--- src/hw/atm_defines.svh ---
/*
  Constants of the aux and temperature threshold monitor: register offsets,
  field positions, reset values and serial command layout.
  Assumes it is included once per compile unit; the guard makes repeats safe.
*/
`ifndef ATM_DEFINES_SVH
`define ATM_DEFINES_SVH

// register page and offsets
`define ATM_PAGE 4'h1
`define ATM_OFS_SECOND_AUX_INPUT_MAX 6'h0A
`define ATM_OFS_SECOND_AUX_INPUT_MIN 6'h0B
`define ATM_OFS_CFG 6'h0C

// limit register fields
`define ATM_LIM_EN_BIT 12
`define ATM_LIM_FIELD 11:0
`define ATM_MAX_RESET 12'hFFF
`define ATM_MIN_RESET 12'h000

// configuration register fields
`define ATM_CFG_SENSOR_SEL 15
`define ATM_CFG_SECOND_AUX_INPUT_RES 14
`define ATM_CFG_FIRST_AUX_INPUT_RES 13
`define ATM_CFG_AUTO_TEMP 12
`define ATM_CFG_AUTO_FIRST_AUX_INPUT 11
`define ATM_CFG_AUTO_SECOND_AUX_INPUT 10
`define ATM_CFG_PIN_IRQ 9
`define ATM_CFG_FLAGS 8:3
`define ATM_CFG_EXT_BIAS 2
`define ATM_CFG_RESET 1'b0

// converter mode field values that name a temperature sensor
`define ATM_MODE_TEMP_A 4'hA
`define ATM_MODE_TEMP_B 4'hC

// serial command word layout
`define ATM_CMD_READ 15
`define ATM_CMD_PAGE 14:11
`define ATM_CMD_ADDR 10:5
`define ATM_WORD_BITS 6'd16

`endif

--- src/hw/atm_pkg.sv ---
/*
  Types shared by the threshold monitor files.
  Assumes nothing beyond a SystemVerilog compiler.
*/
package atm_pkg;
  typedef enum logic [1:0] {
    ATM_SRC_TEMP_A = 2'b00,
    ATM_SRC_TEMP_B = 2'b01,
    ATM_SRC_FIRST_AUX_INPUT = 2'b10,
    ATM_SRC_SECOND_AUX_INPUT = 2'b11
  } atm_src_e;

  typedef enum logic [1:0] {
    ATM_PH_CMD = 2'b00,
    ATM_PH_DATA = 2'b01,
    ATM_PH_DONE = 2'b10
  } atm_phase_e;

  typedef struct packed {
    logic valid;
    logic auto_scan;
    atm_src_e src;
    logic [11:0] code;
  } atm_result_s;

  typedef struct packed {
    logic max_en;
    logic [11:0] max_lim;
    logic min_en;
    logic [11:0] min_lim;
  } atm_limits_s;

  typedef struct packed {
    logic auto_temp_en;
    logic temp_sensor_b;
    logic auto_first_aux_input_en;
    logic auto_second_aux_input_en;
    logic first_aux_input_res;
    logic second_aux_input_res;
    logic ext_bias;
  } atm_scan_ctrl_s;

  typedef struct packed {
    logic wr;
    logic [3:0] page;
    logic [5:0] addr;
    logic [15:0] data;
  } atm_reg_req_s;
endpackage

--- src/hw/atm_limit_check.sv ---
/*
  One limit comparator: at or above max, at or below min, each gated by
  its own check enable.
  Assumes the code and the limits are stable in the cycle they are used.
*/
`timescale 1ns/100ps
module atm_limit_check #(
  parameter int CODE_W = 12
) (
  // result and limits
  input wire logic [CODE_W-1:0] code,
  input wire atm_pkg::atm_limits_s lim,
  // comparison answers
  output logic at_max,
  output logic at_min
);
  import atm_pkg::*;

  // only twelve-bit codes fit the limit fields; refused at elaboration
  if (CODE_W != 12) begin : g_bad_width
    $error("limit fields are twelve bits wide");
  end

  // a disabled check never reports, so a stale limit cannot raise anything
  assign at_max = lim.max_en && (code >= lim.max_lim);
  assign at_min = lim.min_en && (code <= lim.min_lim);
endmodule

--- src/hw/atm_spi_slave.sv ---
/*
  Host serial port slave: a 16-bit command word (read bit, page, address)
  followed by one 16-bit data word, mode 0, most significant bit first.
  Assumes sclk, cs_n and mosi are synchronous to clk_sys and slower than
  half its rate, so edges are found by comparing with the last sample.
*/
`timescale 1ns/100ps
module atm_spi_slave (
  // clock and reset
  input wire logic clk_sys,
  input wire logic arst_n,
  input wire logic ce,
  // serial pins
  input wire logic spi_sclk,
  input wire logic spi_cs_n,
  input wire logic spi_mosi,
  output logic spi_miso,
  output logic spi_miso_oe,
  // register side
  output atm_pkg::atm_reg_req_s req,
  input wire logic [15:0] rd_data
);
  import atm_pkg::*;
  `include "atm_defines.svh"

  logic sclk_q;
  logic [5:0] cnt;
  logic [15:0] shin;
  logic [15:0] cmd;
  logic [15:0] shout;
  atm_phase_e phase;
  logic rise;
  logic fall;
  logic wr_q;
  logic [15:0] data_q;

  assign rise = spi_sclk && !sclk_q;
  assign fall = !spi_sclk && sclk_q;
  assign spi_miso = shout[15];
  assign spi_miso_oe = !spi_cs_n;
  // request is built whole so each field has a single driver
  assign req = '{wr: wr_q, page: cmd[`ATM_CMD_PAGE],
    addr: cmd[`ATM_CMD_ADDR], data: data_q};

  // last clock sample for edge finding
  always_ff @(posedge clk_sys or negedge arst_n) begin
    if (!arst_n) begin
      sclk_q <= 1'b0;
    end else if (ce) begin
      sclk_q <= spi_sclk;
    end
  end

  // bit counter and phase; chip select high aborts any frame
  always_ff @(posedge clk_sys or negedge arst_n) begin
    if (!arst_n) begin
      phase <= ATM_PH_CMD;
      cnt <= 6'd0;
      shin <= 16'h0000;
      cmd <= 16'h0000;
    end else if (ce) begin
      if (spi_cs_n) begin
        phase <= ATM_PH_CMD;
        cnt <= 6'd0;
      end else if (rise) begin
        case (phase)
          ATM_PH_CMD: begin
            shin <= {shin[14:0], spi_mosi};
            cnt <= cnt + 6'd1;
            if (cnt == `ATM_WORD_BITS - 6'd1) begin
              cmd <= {shin[14:0], spi_mosi};
              phase <= ATM_PH_DATA;
            end
          end
          ATM_PH_DATA: begin
            shin <= {shin[14:0], spi_mosi};
            cnt <= cnt + 6'd1;
            if (cnt == 6'd31) begin
              phase <= ATM_PH_DONE;
            end
          end
          default: begin
            phase <= ATM_PH_DONE;
          end
        endcase
      end
    end
  end

  // write strobe once the data word is complete
  always_ff @(posedge clk_sys or negedge arst_n) begin
    if (!arst_n) begin
      wr_q <= 1'b0;
      data_q <= 16'h0000;
    end else if (ce) begin
      wr_q <= !spi_cs_n && rise && phase == ATM_PH_DATA &&
        cnt == 6'd31 && !cmd[`ATM_CMD_READ];
      if (rise && phase == ATM_PH_DATA && cnt == 6'd31) begin
        data_q <= {shin[14:0], spi_mosi};
      end
    end
  end

  // read data load on the fall after the command, then shift on each fall
  always_ff @(posedge clk_sys or negedge arst_n) begin
    if (!arst_n) begin
      shout <= 16'h0000;
    end else if (ce) begin
      if (spi_cs_n) begin
        shout <= 16'h0000;
      end else if (fall && phase == ATM_PH_DATA) begin
        if (cnt == `ATM_WORD_BITS) begin
          shout <= cmd[`ATM_CMD_READ] ? rd_data : 16'h0000;
        end else begin
          shout <= {shout[14:0], 1'b0};
        end
      end
    end
  end
endmodule

--- src/hw/atm_threshold_monitor.sv ---
/*
  Aux and temperature threshold monitor: aux two limit registers, the
  measurement configuration register with its read-only flags, the limit
  checks and the interrupt routed to general pin one.
  Assumes the converter core delivers one result per valid pulse, and that
  the temperature and aux one limits come from their own registers outside.
*/
`timescale 1ns/100ps
module atm_threshold_monitor #(
  parameter int CODE_W = 12
) (
  // clock, reset, enable
  input wire logic clk_sys,
  input wire logic arst_n,
  input wire logic ce,
  // host serial port
  input wire logic spi_sclk,
  input wire logic spi_cs_n,
  input wire logic spi_mosi,
  output logic spi_miso,
  output logic spi_miso_oe,
  // conversion results and outside limits
  input wire atm_pkg::atm_result_s result,
  input wire atm_pkg::atm_limits_s temp_limits,
  input wire atm_pkg::atm_limits_s first_aux_input_limits,
  input wire logic [3:0] converter_mode_field,
  input wire logic [1:0] pin_route_bits,
  // scan control to the converter core
  output atm_pkg::atm_scan_ctrl_s scan_ctrl,
  // interrupt
  output logic threshold_irq,
  output logic general_pin_one_out,
  output logic general_pin_one_oe
);
  import atm_pkg::*;
  `include "atm_defines.svh"

  // refused at elaboration: register fields are twelve bits
  if (CODE_W != 12) begin : g_bad_width
    $error("monitor serves twelve-bit codes only");
  end

  atm_reg_req_s req;
  logic [15:0] rd_data;
  logic second_aux_max_check_en;
  logic [11:0] second_aux_max_limit;
  logic second_aux_min_check_en;
  logic [11:0] second_aux_min_limit;
  logic temp_sensor_select;
  logic first_aux_resistance_mode;
  logic second_aux_resistance_mode;
  logic auto_temperature_en;
  logic auto_first_aux_en;
  logic auto_second_aux_en;
  logic pin_interrupt_select;
  logic external_bias_select;
  logic temperature_max_flag;
  logic temperature_min_flag;
  logic first_aux_max_flag;
  logic first_aux_min_flag;
  logic second_aux_max_flag;
  logic second_aux_min_flag;
  logic [5:0] next_flags;
  atm_limits_s second_aux_input_limits;
  logic temp_hi, temp_lo, first_aux_input_hi, first_aux_input_lo, second_aux_input_hi, second_aux_input_lo;
  logic temp_sel_b, temp_hit, first_aux_input_hit, second_aux_input_hit;
  logic page_ok;

  atm_spi_slave u_spi (
    .clk_sys(clk_sys),
    .arst_n(arst_n),
    .ce(ce),
    .spi_sclk(spi_sclk),
    .spi_cs_n(spi_cs_n),
    .spi_mosi(spi_mosi),
    .spi_miso(spi_miso),
    .spi_miso_oe(spi_miso_oe),
    .req(req),
    .rd_data(rd_data)
  );

  // read image of one register; unmapped and reserved bits read zero
  function automatic logic [15:0] reg_image(input logic [5:0] addr);
    logic [15:0] v;
    v = 16'h0000;
    case (addr)
      `ATM_OFS_SECOND_AUX_INPUT_MAX: begin
        v[`ATM_LIM_EN_BIT] = second_aux_max_check_en;
        v[`ATM_LIM_FIELD] = second_aux_max_limit;
      end
      `ATM_OFS_SECOND_AUX_INPUT_MIN: begin
        v[`ATM_LIM_EN_BIT] = second_aux_min_check_en;
        v[`ATM_LIM_FIELD] = second_aux_min_limit;
      end
      `ATM_OFS_CFG: begin
        v[`ATM_CFG_SENSOR_SEL] = temp_sensor_select;
        v[`ATM_CFG_SECOND_AUX_INPUT_RES] = second_aux_resistance_mode;
        v[`ATM_CFG_FIRST_AUX_INPUT_RES] = first_aux_resistance_mode;
        v[`ATM_CFG_AUTO_TEMP] = auto_temperature_en;
        v[`ATM_CFG_AUTO_FIRST_AUX_INPUT] = auto_first_aux_en;
        v[`ATM_CFG_AUTO_SECOND_AUX_INPUT] = auto_second_aux_en;
        v[`ATM_CFG_PIN_IRQ] = pin_interrupt_select;
        v[`ATM_CFG_FLAGS] = {temperature_max_flag, temperature_min_flag,
          first_aux_max_flag, first_aux_min_flag,
          second_aux_max_flag, second_aux_min_flag};
        v[`ATM_CFG_EXT_BIAS] = external_bias_select;
      end
      default: begin
        v = 16'h0000;
      end
    endcase
    return v;
  endfunction

  assign page_ok = req.page == `ATM_PAGE;
  // other pages answer zero so a stray read is harmless; always_comb also
  // wakes on the register bits the function reads, a plain assign would not
  always_comb begin
    rd_data = 16'h0000;
    if (page_ok) begin
      rd_data = reg_image(req.addr);
    end
  end

  // aux two limit registers
  always_ff @(posedge clk_sys or negedge arst_n) begin
    if (!arst_n) begin
      second_aux_max_check_en <= 1'b0;
      second_aux_max_limit <= `ATM_MAX_RESET;
      second_aux_min_check_en <= 1'b0;
      second_aux_min_limit <= `ATM_MIN_RESET;
    end else if (ce && req.wr && page_ok) begin
      if (req.addr == `ATM_OFS_SECOND_AUX_INPUT_MAX) begin
        second_aux_max_check_en <= req.data[`ATM_LIM_EN_BIT];
        second_aux_max_limit <= req.data[`ATM_LIM_FIELD];
      end
      if (req.addr == `ATM_OFS_SECOND_AUX_INPUT_MIN) begin
        second_aux_min_check_en <= req.data[`ATM_LIM_EN_BIT];
        second_aux_min_limit <= req.data[`ATM_LIM_FIELD];
      end
    end
  end

  // configuration bits; flags and reserved bits are not writable
  always_ff @(posedge clk_sys or negedge arst_n) begin
    if (!arst_n) begin
      temp_sensor_select <= `ATM_CFG_RESET;
      second_aux_resistance_mode <= `ATM_CFG_RESET;
      first_aux_resistance_mode <= `ATM_CFG_RESET;
      auto_temperature_en <= `ATM_CFG_RESET;
      auto_first_aux_en <= `ATM_CFG_RESET;
      auto_second_aux_en <= `ATM_CFG_RESET;
      pin_interrupt_select <= `ATM_CFG_RESET;
      external_bias_select <= `ATM_CFG_RESET;
    end else if (ce && req.wr && page_ok && req.addr == `ATM_OFS_CFG) begin
      temp_sensor_select <= req.data[`ATM_CFG_SENSOR_SEL];
      second_aux_resistance_mode <= req.data[`ATM_CFG_SECOND_AUX_INPUT_RES];
      first_aux_resistance_mode <= req.data[`ATM_CFG_FIRST_AUX_INPUT_RES];
      auto_temperature_en <= req.data[`ATM_CFG_AUTO_TEMP];
      auto_first_aux_en <= req.data[`ATM_CFG_AUTO_FIRST_AUX_INPUT];
      auto_second_aux_en <= req.data[`ATM_CFG_AUTO_SECOND_AUX_INPUT];
      pin_interrupt_select <= req.data[`ATM_CFG_PIN_IRQ];
      external_bias_select <= req.data[`ATM_CFG_EXT_BIAS];
    end
  end

  // scan control straight from the configuration flops
  assign scan_ctrl.auto_temp_en = auto_temperature_en;
  assign scan_ctrl.temp_sensor_b = temp_sensor_select;
  assign scan_ctrl.auto_first_aux_input_en = auto_first_aux_en;
  assign scan_ctrl.auto_second_aux_input_en = auto_second_aux_en;
  assign scan_ctrl.first_aux_input_res = first_aux_resistance_mode;
  assign scan_ctrl.second_aux_input_res = second_aux_resistance_mode;
  assign scan_ctrl.ext_bias = external_bias_select;

  // limit checks
  assign second_aux_input_limits = '{max_en: second_aux_max_check_en,
    max_lim: second_aux_max_limit,
    min_en: second_aux_min_check_en,
    min_lim: second_aux_min_limit};

  atm_limit_check #(.CODE_W(CODE_W)) u_temp_chk (
    .code(result.code),
    .lim(temp_limits),
    .at_max(temp_hi),
    .at_min(temp_lo)
  );

  atm_limit_check #(.CODE_W(CODE_W)) u_first_aux_input_chk (
    .code(result.code),
    .lim(first_aux_input_limits),
    .at_max(first_aux_input_hi),
    .at_min(first_aux_input_lo)
  );

  atm_limit_check #(.CODE_W(CODE_W)) u_second_aux_input_chk (
    .code(result.code),
    .lim(second_aux_input_limits),
    .at_max(second_aux_input_hi),
    .at_min(second_aux_input_lo)
  );

  // which result feeds which flag pair; auto results of a disabled
  // channel are dropped so a late conversion cannot touch the flags
  always_comb begin
    temp_sel_b = result.auto_scan ? temp_sensor_select
      : (converter_mode_field == `ATM_MODE_TEMP_B);
    temp_hit = result.valid &&
      (result.auto_scan ? auto_temperature_en
        : (converter_mode_field == `ATM_MODE_TEMP_A ||
           converter_mode_field == `ATM_MODE_TEMP_B)) &&
      (result.src == (temp_sel_b ? ATM_SRC_TEMP_B : ATM_SRC_TEMP_A));
    first_aux_input_hit = result.valid && result.src == ATM_SRC_FIRST_AUX_INPUT &&
      (!result.auto_scan || auto_first_aux_en);
    second_aux_input_hit = result.valid && result.src == ATM_SRC_SECOND_AUX_INPUT &&
      (!result.auto_scan || auto_second_aux_en);
  end

  // next flag set; each pair only moves on a result of its own input
  always_comb begin
    next_flags = {temperature_max_flag, temperature_min_flag,
      first_aux_max_flag, first_aux_min_flag,
      second_aux_max_flag, second_aux_min_flag};
    if (temp_hit) begin
      next_flags[5:4] = {temp_hi, temp_lo};
    end
    if (first_aux_input_hit) begin
      next_flags[3:2] = {first_aux_input_hi, first_aux_input_lo};
    end
    if (second_aux_input_hit) begin
      next_flags[1:0] = {second_aux_input_hi, second_aux_input_lo};
    end
  end

  // flags hold the outcome of the last result of each input
  always_ff @(posedge clk_sys or negedge arst_n) begin
    if (!arst_n) begin
      temperature_max_flag <= 1'b0;
      temperature_min_flag <= 1'b0;
      first_aux_max_flag <= 1'b0;
      first_aux_min_flag <= 1'b0;
      second_aux_max_flag <= 1'b0;
      second_aux_min_flag <= 1'b0;
    end else if (ce) begin
      temperature_max_flag <= next_flags[5];
      temperature_min_flag <= next_flags[4];
      first_aux_max_flag <= next_flags[3];
      first_aux_min_flag <= next_flags[2];
      second_aux_max_flag <= next_flags[1];
      second_aux_min_flag <= next_flags[0];
    end
  end

  // interrupt is a level while any input stands outside its limits;
  // pin one is only claimed while the outside routing bits leave it free
  always_ff @(posedge clk_sys or negedge arst_n) begin
    if (!arst_n) begin
      threshold_irq <= 1'b0;
      general_pin_one_out <= 1'b0;
      general_pin_one_oe <= 1'b0;
    end else if (ce) begin
      threshold_irq <= |next_flags;
      general_pin_one_out <= |next_flags;
      general_pin_one_oe <= pin_interrupt_select &&
        pin_route_bits == 2'b00;
    end
  end
endmodule

--- config.mk ---
export PLATFORM = sky130hd
export DESIGN_NAME = atm_threshold_monitor
export DESIGN_NICKNAME = d
export VERILOG_FILES = /design/src/hw/atm_pkg.sv /design/src/hw/atm_limit_check.sv /design/src/hw/atm_spi_slave.sv /design/src/hw/atm_threshold_monitor.sv
export VERILOG_INCLUDE_DIRS = /design/src /design/src/hw
export SDC_FILE = /design/constraint.sdc
export NUM_CORES = 1
export LEC_CHECK = 0
export ABC_AREA = 1
export BUFFER_PORTS_ARGS = -buffer_cell sky130_fd_sc_hd__buf_2
export CORE_MARGIN = 2
export CORE_UTILIZATION = 46
export CTS_CLUSTER_SIZE = 12
export DETAILED_ROUTE_END_ITERATION = 10
export PLACE_DENSITY = 0.66
export REMOVE_ABC_BUFFERS = 1
export SLEW_MARGIN = 20
export SYNTH_ARGS = -nofsm -noshare
export SYNTH_HDL_FRONTEND = slang
export SYNTH_SLANG_ARGS = --single-unit
--- constraint.sdc ---
create_clock -name clk_sys -period 3.2 [get_ports clk_sys]
set_input_delay 0 -clock clk_sys [delete_from_list [all_inputs] [get_ports clk_sys]]
set_output_delay 0 -clock clk_sys [all_outputs]
set_load 0.03 [all_outputs]
==> flow_summary.json, run 1 <==
{
  "seq_area_frac_synth_pct": 39.9,
  "first_pass_iters": 5,
  "clock_sinks": 110,
  "synth_cells": 913,
  "hold_class": "primary input to flip-flop",
  "postRouteAntennaNets": 0,
  "area_growth_pct": 13.5,
  "clock_latency_ns": 0.35,
  "r2r_end": "u_spi.shout[2]",
  "port_buffers": 91,
  "via_per_inst": 4.92,
  "slew_violations": 0,
  "whs_path_depth": 5,
  "core_um2": 14600,
  "grt_pass1_wl_um": 27200,
  "wirelength_um": 16000,
  "fmax_mhz": 469,
  "grt.total_usage_pct": 21.2,
  "hold_viol": 0,
  "overflow": 0,
  "worst_hold_slack_ns": 0.0246,
  "start_kind": "flip-flop",
  "seq_area_um2": 2770,
  "routedWlPerCell_um": 13.5,
  "peakVddDrop_v": 0.000239,
  "clkTransAtPathRegs_ns": 0.07,
  "reg2reg_from": "u_spi.cnt[0]",
  "ios": 92,
  "fin_util_pct": 53.8,
  "outcome": "complete, no violations",
  "cts_buffers": 9,
  "fin_crit_sh_pct": 66.6,
  "setup_violations": 0,
  "r2r_cells": 10,
  "final_common_cell": "nand2_1",
  "final.fill_count": 1459,
  "die_h_um": 127,
  "drc": 0,
  "clock_path_buffers": 2,
  "die_x_um": 127,
  "multi_input_area_um2": 3400,
  "cts_root_buf": "clkbuf_16",
  "hpwl_um": 12500,
  "htree_levels": 3,
  "yosys_warnings": 0,
  "worstPathMaxFanout": 15,
  "endpoint_kind": "flip-flop",
  "num_rows": 44,
  "fin_nets": 1151,
  "rsz0062_at_grt": "no",
  "arrival_ns": 2.41,
  "final_layout_size_suffix_gt1_share_pct": 14.3,
  "die_area_um2": 16100,
  "place_worst_setup_slack_ns": 1.04,
  "grt_max_degree": 60,
  "syn_area_um2": 6940,
  "max-slew-margin-rel_pct": 45.6,
  "ys_ff_latch": 110,
  "cts_tree": "done",
  "ff2ff_setup_slack_ns": 1.07,
  "p_per_area_nw_per_um2": 397,
  "crit_required_ns": 3.48,
  "crit_type": "flip-flop to flip-flop",
  "min_to": "first_aux_min_flag",
  "antenna_found_initial": 0,
  "drt-initial-drc-count": 328,
  "p_leak_uw": 0.00404,
  "synth.avg_cell_area_um2": 7.61,
  "antennaDiodeCount": 0,
  "gp_congestion": 0.839,
  "skew_ns": 0.00816,
  "final_cell_mix": "266 x nand2_1, 162 x inv_1, 98 x dfrtp_1",
  "setup_tns_ns": 0,
  "worst_pin_slew_ns": 0.813,
  "worst_hold_startpoint": "first_aux_input_limits[12]",
  "maxCapViolations": 0,
  "fin_ws_ns": 1.07,
  "period_needed_ns": 2.13,
  "synth.distinct_cells": 40,
  "vias": 5835,
  "floorplan.initialDensity_pct": 47.4,
  "grt_pass1_vias": 5528
}
-- stage by stage --
stage	area, um2	std cells	total power (uW)
after detailed placement	7530	1164	2040
after global placement	7530	1164	2020
after floorplan	6810	887	1840
final	7880	1186	3130
after CTS	7880	1186	3170
after global routing	7880	1186	3320
-- critical path, cell delays in order, from the launching register on --
cell      delay [ns]
dfrtp_1         0.38
inv_1           0.14
ha_1            0.18
nand4_2         0.35
inv_2           0.16
nand2_2         0.07
nor2_4          0.11
nand2_1         0.09
nand2_1         0.29
a21boi_0        0.13
o21ai_0         0.15
-- registers in the layout, indices dropped and copies added (netlist names), 2 cells and up --
register / flops
second_aux_max_limit: 12
second_aux_min_limit: 12
u_spi.cmd: 11
u_spi.cnt: 6
u_spi.data_q: 16
u_spi.phase: 2
u_spi.shin: 15
u_spi.shout: 16
-- power breakdown --
part | internal [uW] | total (uW) | switching, uW
registers | 1470 | 1520 | 46.1
logic | 186 | 493 | 307
clock network | 630 | 1120 | 489
total | 2290 | 3130 | 842
-- area by class of cell --
class	instances	share of cell area, %
clock buffers	13	3.17
clock inverters	3	0.571
inverters	171	8.14
multi-input cells	606	43.2
flip-flops and latches	110	35.1
well taps	184	2.92
repair buffers	99	6.92
-- what timing repair did --
item,CTS,global route
hold buffers,6,0
gates resized for setup,0,0
setup endpoints to repair,0,0
endpoints found under the hold margin,63,0
setup buffers,0,0
-- routing by layer --
| layer | track usage, % | up-vias | wire (um) | part of all wire [%] |
|---|---|---|---|---|
| li1 | - | 3056 | - | - |
| met1 | 29.6 | 2615 | 7660 | 48 |
| met2 | 32.7 | 133 | 7100 | 44 |
| met3 | 3.21 | 31 | 709 | 4.4 |
| met4 | 9.24 | 0 | 544 | 3.4 |
| met5 | 0 | - | 0 | 0 |
-- cells by family after synthesis --
logic type      after synthesis  synth area share [%]
fa+ha+maj                    74                  13.3
mux                           2                 0.324
flops                       110                  39.9
simple gates                368                  22.1
buf+inv                     197                  11.2
compound gates              162                  13.2
-- worst max path at each step --
stage,from,to,slack (ns),depth (start not counted)
after global routing,u_spi.cnt[0],u_spi.shout[3],0.79,12
after global placement,u_spi.cnt[0],u_spi.shout[3],1.12,12
after floorplan,u_spi.cnt[1],u_spi.data_q[0],1.34,7
final,u_spi.cnt[0],u_spi.shout[2],1.07,10
after CTS,u_spi.cnt[0],u_spi.shout[2],1.02,10
after detailed placement,u_spi.cnt[0],u_spi.shout[2],1.04,10
-- synthesized netlist by cell type (all sizes together) --
cell type / count / area, um2
a21boi: 8 / 60.1
a21o: 5 / 37.5
a21oi: 28 / 140
a22o: 2 / 17.5
a22oi: 2 / 15.0
a31oi: 1 / 6.26
a32o: 1 / 10.0
and2: 6 / 37.5
buf: 10 / 72.6
clkbuf: 16 / 60.1
clkinv: 2 / 7.51
dfrtp: 98 / 2450
dfstp: 12 / 315
ha: 74 / 926
inv: 169 / 634
mux2: 2 / 22.5
nand2: 269 / 1020
nand3: 15 / 75.1
nand3b: 3 / 22.5
nand4: 9 / 68.8
nor2: 56 / 253
nor3: 9 / 55.1
o211ai: 2 / 15.0
o21a: 3 / 22.5
o21ai: 97 / 489
o21bai: 1 / 7.51
o221ai: 8 / 70.1
o22ai: 3 / 18.8
o32ai: 1 / 8.76
or2: 1 / 6.26
Note: power is estimated with default switching activity, not from simulation.
==> run 2: changes to the inputs <==
--- a/config.mk
+++ b/config.mk
@@ -6,13 +6,13 @@
 export SDC_FILE = /design/constraint.sdc
 export NUM_CORES = 1
 export LEC_CHECK = 0
-export ABC_AREA = 1
+export ABC_AREA = 0
 export BUFFER_PORTS_ARGS = -buffer_cell sky130_fd_sc_hd__buf_2
 export CORE_MARGIN = 2
 export CORE_UTILIZATION = 46
 export CTS_CLUSTER_SIZE = 12
 export DETAILED_ROUTE_END_ITERATION = 10
-export PLACE_DENSITY = 0.66
+export PLACE_DENSITY = 0.69
 export REMOVE_ABC_BUFFERS = 1
 export SLEW_MARGIN = 20
 export SYNTH_ARGS = -nofsm -noshare
==> constraint.sdc (replaced) <==
create_clock -name clk_sys -period 1.8 [get_ports clk_sys]
set_input_delay 0 -clock clk_sys [delete_from_list [all_inputs] [get_ports clk_sys]]
set_output_delay 0 -clock clk_sys [all_outputs]
set_load 0.03 [all_outputs]
==> run 2 against run 1 <==
Effect of this change:
- highest routed layer unchanged
- global-route usage is 0.94 points higher
- the flow now finishes with violations (setup timing)
- total power increased by 71%
- non-clock buffer count rose by 67
- setup slack worse by 1.1 ns
- count of clock-buffer cells in the layout fell by 2
- fmax grew 17%
- via count shrank 5.4%
- critical endpoint is now u_spi.data_q[2]
==> flow_summary.json, run 2 <==
{
  "outcome": "complete, but fails checks",
  "violations": "setup timing",
  "stdcell_count": 998,
  "seq_area_frac_synth_pct": 41.4,
  "final_layout_size_suffix_gt1_share_pct": 37.5,
  "cts_buffers": 9,
  "min_to": "temperature_min_flag",
  "yosys_warnings": 0,
  "port_buffers": 91,
  "cts_tree": "done",
  "hold_viol": 0,
  "grt_pass1_wl_um": 28000,
  "worst_hold_slack_ns": 0.0866,
  "endpoint_kind": "flip-flop",
  "fin_ws_ns": -0.0155,
  "worst_pin_slew_ns": 0.734,
  "core_um2": 14400,
  "slew_violations": 0,
  "drc": 0,
  "peakVddDrop_v": 0.000648,
  "die_area_um2": 15500,
  "overflow": 0,
  "final_cell_mix": "98 x dfrtp_1, 90 x buf_2, 78 x inv_1",
  "synth.distinct_cells": 59,
  "synth_largest_area_cell": "dfrtp_1",
  "dp_cells": 961,
  "grt_max_degree": 38,
  "setup_violations": 11,
  "fmax_mhz": 551,
  "ios": 92,
  "worstPathCellList": "ha_2 -> and4b_1 -> nand2_1 -> or3_4 -> buf_12 -> mux2_2",
  "maxCapViolations": 0,
  "arrival_ns": 2.05,
  "worstPathMaxFanout": 16,
  "p_leak_uw": 0.00427,
  "htree_levels": 3,
  "ys_top_cells_by_count": "98 x dfrtp_1, 84 x inv_1, 74 x ha_1",
  "fin_crit_sh_pct": 101,
  "postRouteAntennaNets": 0,
  "ys_ff_latch": 110,
  "synth.top_cell.area_share_pct": 36.7,
  "hold_class": "primary input to flip-flop",
  "clock_sinks": 110,
  "r2r_cells": 6,
  "drt-initial-drc-count": 353,
  "synth.most_common_cell": "dfrtp_1",
  "antenna_found_initial": 0,
  "clkTransAtPathRegs_ns": 0.07,
  "grt_pass1_vias": 5670,
  "whs_path_depth": 4,
  "place_worst_setup_slack_ns": -0.208,
  "synth.avg_cell_area_um2": 10.1,
  "design_area_um2": 8460,
  "start_kind": "flip-flop",
  "crit_required_ns": 2.04,
  "vias": 5522,
  "die_x_um": 125,
  "r2r_end": "u_spi.data_q[2]",
  "final_common_cell": "dfrtp_1",
  "ff2ff_setup_slack_ns": -0.02,
  "final.fill_count": 1182,
  "crit_path_max_incr_delay_ns": 0.37,
  "worst_hold_startpoint": "temp_limits[12]",
  "async_reset_ff_share_pct": 100,
  "num_rows": 44,
  "syn_area_um2": 6680,
  "cts_root_buf": "clkbuf_16",
  "floorplan.initialDensity_pct": 46.5,
  "via_per_inst": 5.53,
  "wirelength_um": 17100,
  "rsz0062_at_grt": "yes",
  "clock_path_buffers": 2,
  "fin_nets": 963,
  "grt.total_usage_pct": 22.1,
  "max-slew-margin-rel_pct": 51.0,
  "top_regs": "u_spi.data_q (16), u_spi.shout (16), u_spi.shin (15)",
  "die_h_um": 125,
  "synthFlopType": "dfrtp_1",
  "skew_ns": 0.0102,
  "p_per_area_nw_per_um2": 630,
  "area_growth_pct": 26.6,
  "routedWlPerCell_um": 17.1,
  "slowest_stage": "dfrtp_1",
  "placed_area_um2": 7670,
  "crit_type": "flip-flop to flip-flop",
  "first_pass_iters": 5,
  "clock_latency_ns": 0.36,
  "period_needed_ns": 1.82,
  "antennaDiodeCount": 0,
  "gp_congestion": 0.877,
  "hpwl_um": 12700,
  "synth_cells": 660,
  "synthTopCellsByArea": "dfrtp_1 37%, ha_1 14%, mux2_2 12%",
  "synth_enable_flop_cells": 0,
  "reg2reg_from": "u_spi.cnt[1]"
}
## run 2: changes by cell type in the layout (fill, tap and decap cells not counted), moves of 8 or more
cell,previous run,this run
nand2_1,266,53
a22o_1,2,19
mux2_4,0,17
o221ai_1,8,0
nor2_1,49,24
o21ai_1,21,8
o21ai_0,75,40
inv_1,162,78
buf_4,2,61
mux2_2,2,53
a22oi_1,2,10
## run 2: layout make-up
cell class / instances / area [um2] / share of cell area (%)
clock buffer: 11 / 253 / 2.99
clock inverter: 5 / 41.3 / 0.488
inverter: 85 / 319 / 3.77
multi-input combinational: 437 / 3750 / 44.3
sequential: 110 / 2770 / 32.7
tap: 184 / 230 / 2.72
timing repair buffer: 166 / 1100 / 13.0
## run 2: stage by stage
step	power, uW	TNS, ns	utilization (%)
floorplan	3040	-43.53	-
global placement	3330	-1.50	53.4
detailed placement	3370	-2.20	53.4
CTS	5340	-0.0526	56.9
global route	5580	-1.73	58.9
finish	5330	-0.0935	58.9
## run 2: logic make-up after synthesis
family                     count (synthesis)  synth area share (%)
AOI/OAI and AO/OA                        147                  14.7
and+or+nand+nor                          138                  10.2
buffers and inverters                    113                  6.93
DFF                                      110                  41.4
adders and majority gates                 74                  13.9
muxes                                     73                  12.2
xor gates and xnor gates                   5                 0.656
## run 2: critical path, delay by kind of cell, from the launching register on
kind,cells,cell delay (ns)
adder cells (fa/ha/maj),1,0.20
buffers and inverters,1,0.16
flip-flops,1,0.37
multiplexers,1,0.27
AND/OR/NAND/NOR,3,0.69
## run 2: how the worst max path moves through the flow
stage,start,to,slack (ns),cells after the start
after floorplan,u_spi.cmd[5],auto_first_aux_en,-0.91,3
after global placement,result[0],general_pin_one_out,-0.20,9
after detailed placement,result[0],general_pin_one_out,-0.21,9
after CTS,second_aux_max_limit[1],general_pin_one_out,-0.05,8
after global routing,second_aux_max_limit[9],general_pin_one_out,-0.1,8
final,u_spi.cnt[1],u_spi.data_q[2],-0.02,6
## run 2: what timing repair did
action | CTS | global route
hold buffers | 6 | 0
setup endpoints to repair | 53 | 79
setup buffers | 6 | 8
endpoints found under the hold margin | 103 | 0
resized for setup | 23 | 56
cloned | 1 | 0
pin swaps | 16 | 16
## run 2: per-layer routing
metal / track usage, % / share of wire, % / vias to the layer above / wire length (um)
met2: 37.8 / 49 / 152 / 8420
met4: 7.93 / 2.6 / 0 / 444
met3: 3.78 / 4.2 / 30 / 725
li1: - / - / 2646 / -
met1: 28.2 / 44 / 2694 / 7490
met5: 0 / 0 / - / 0
## run 2: power breakdown
part	switching [uW]	internal, uW
combinational	390	339
clock	925	1030
sequential	82.3	2560
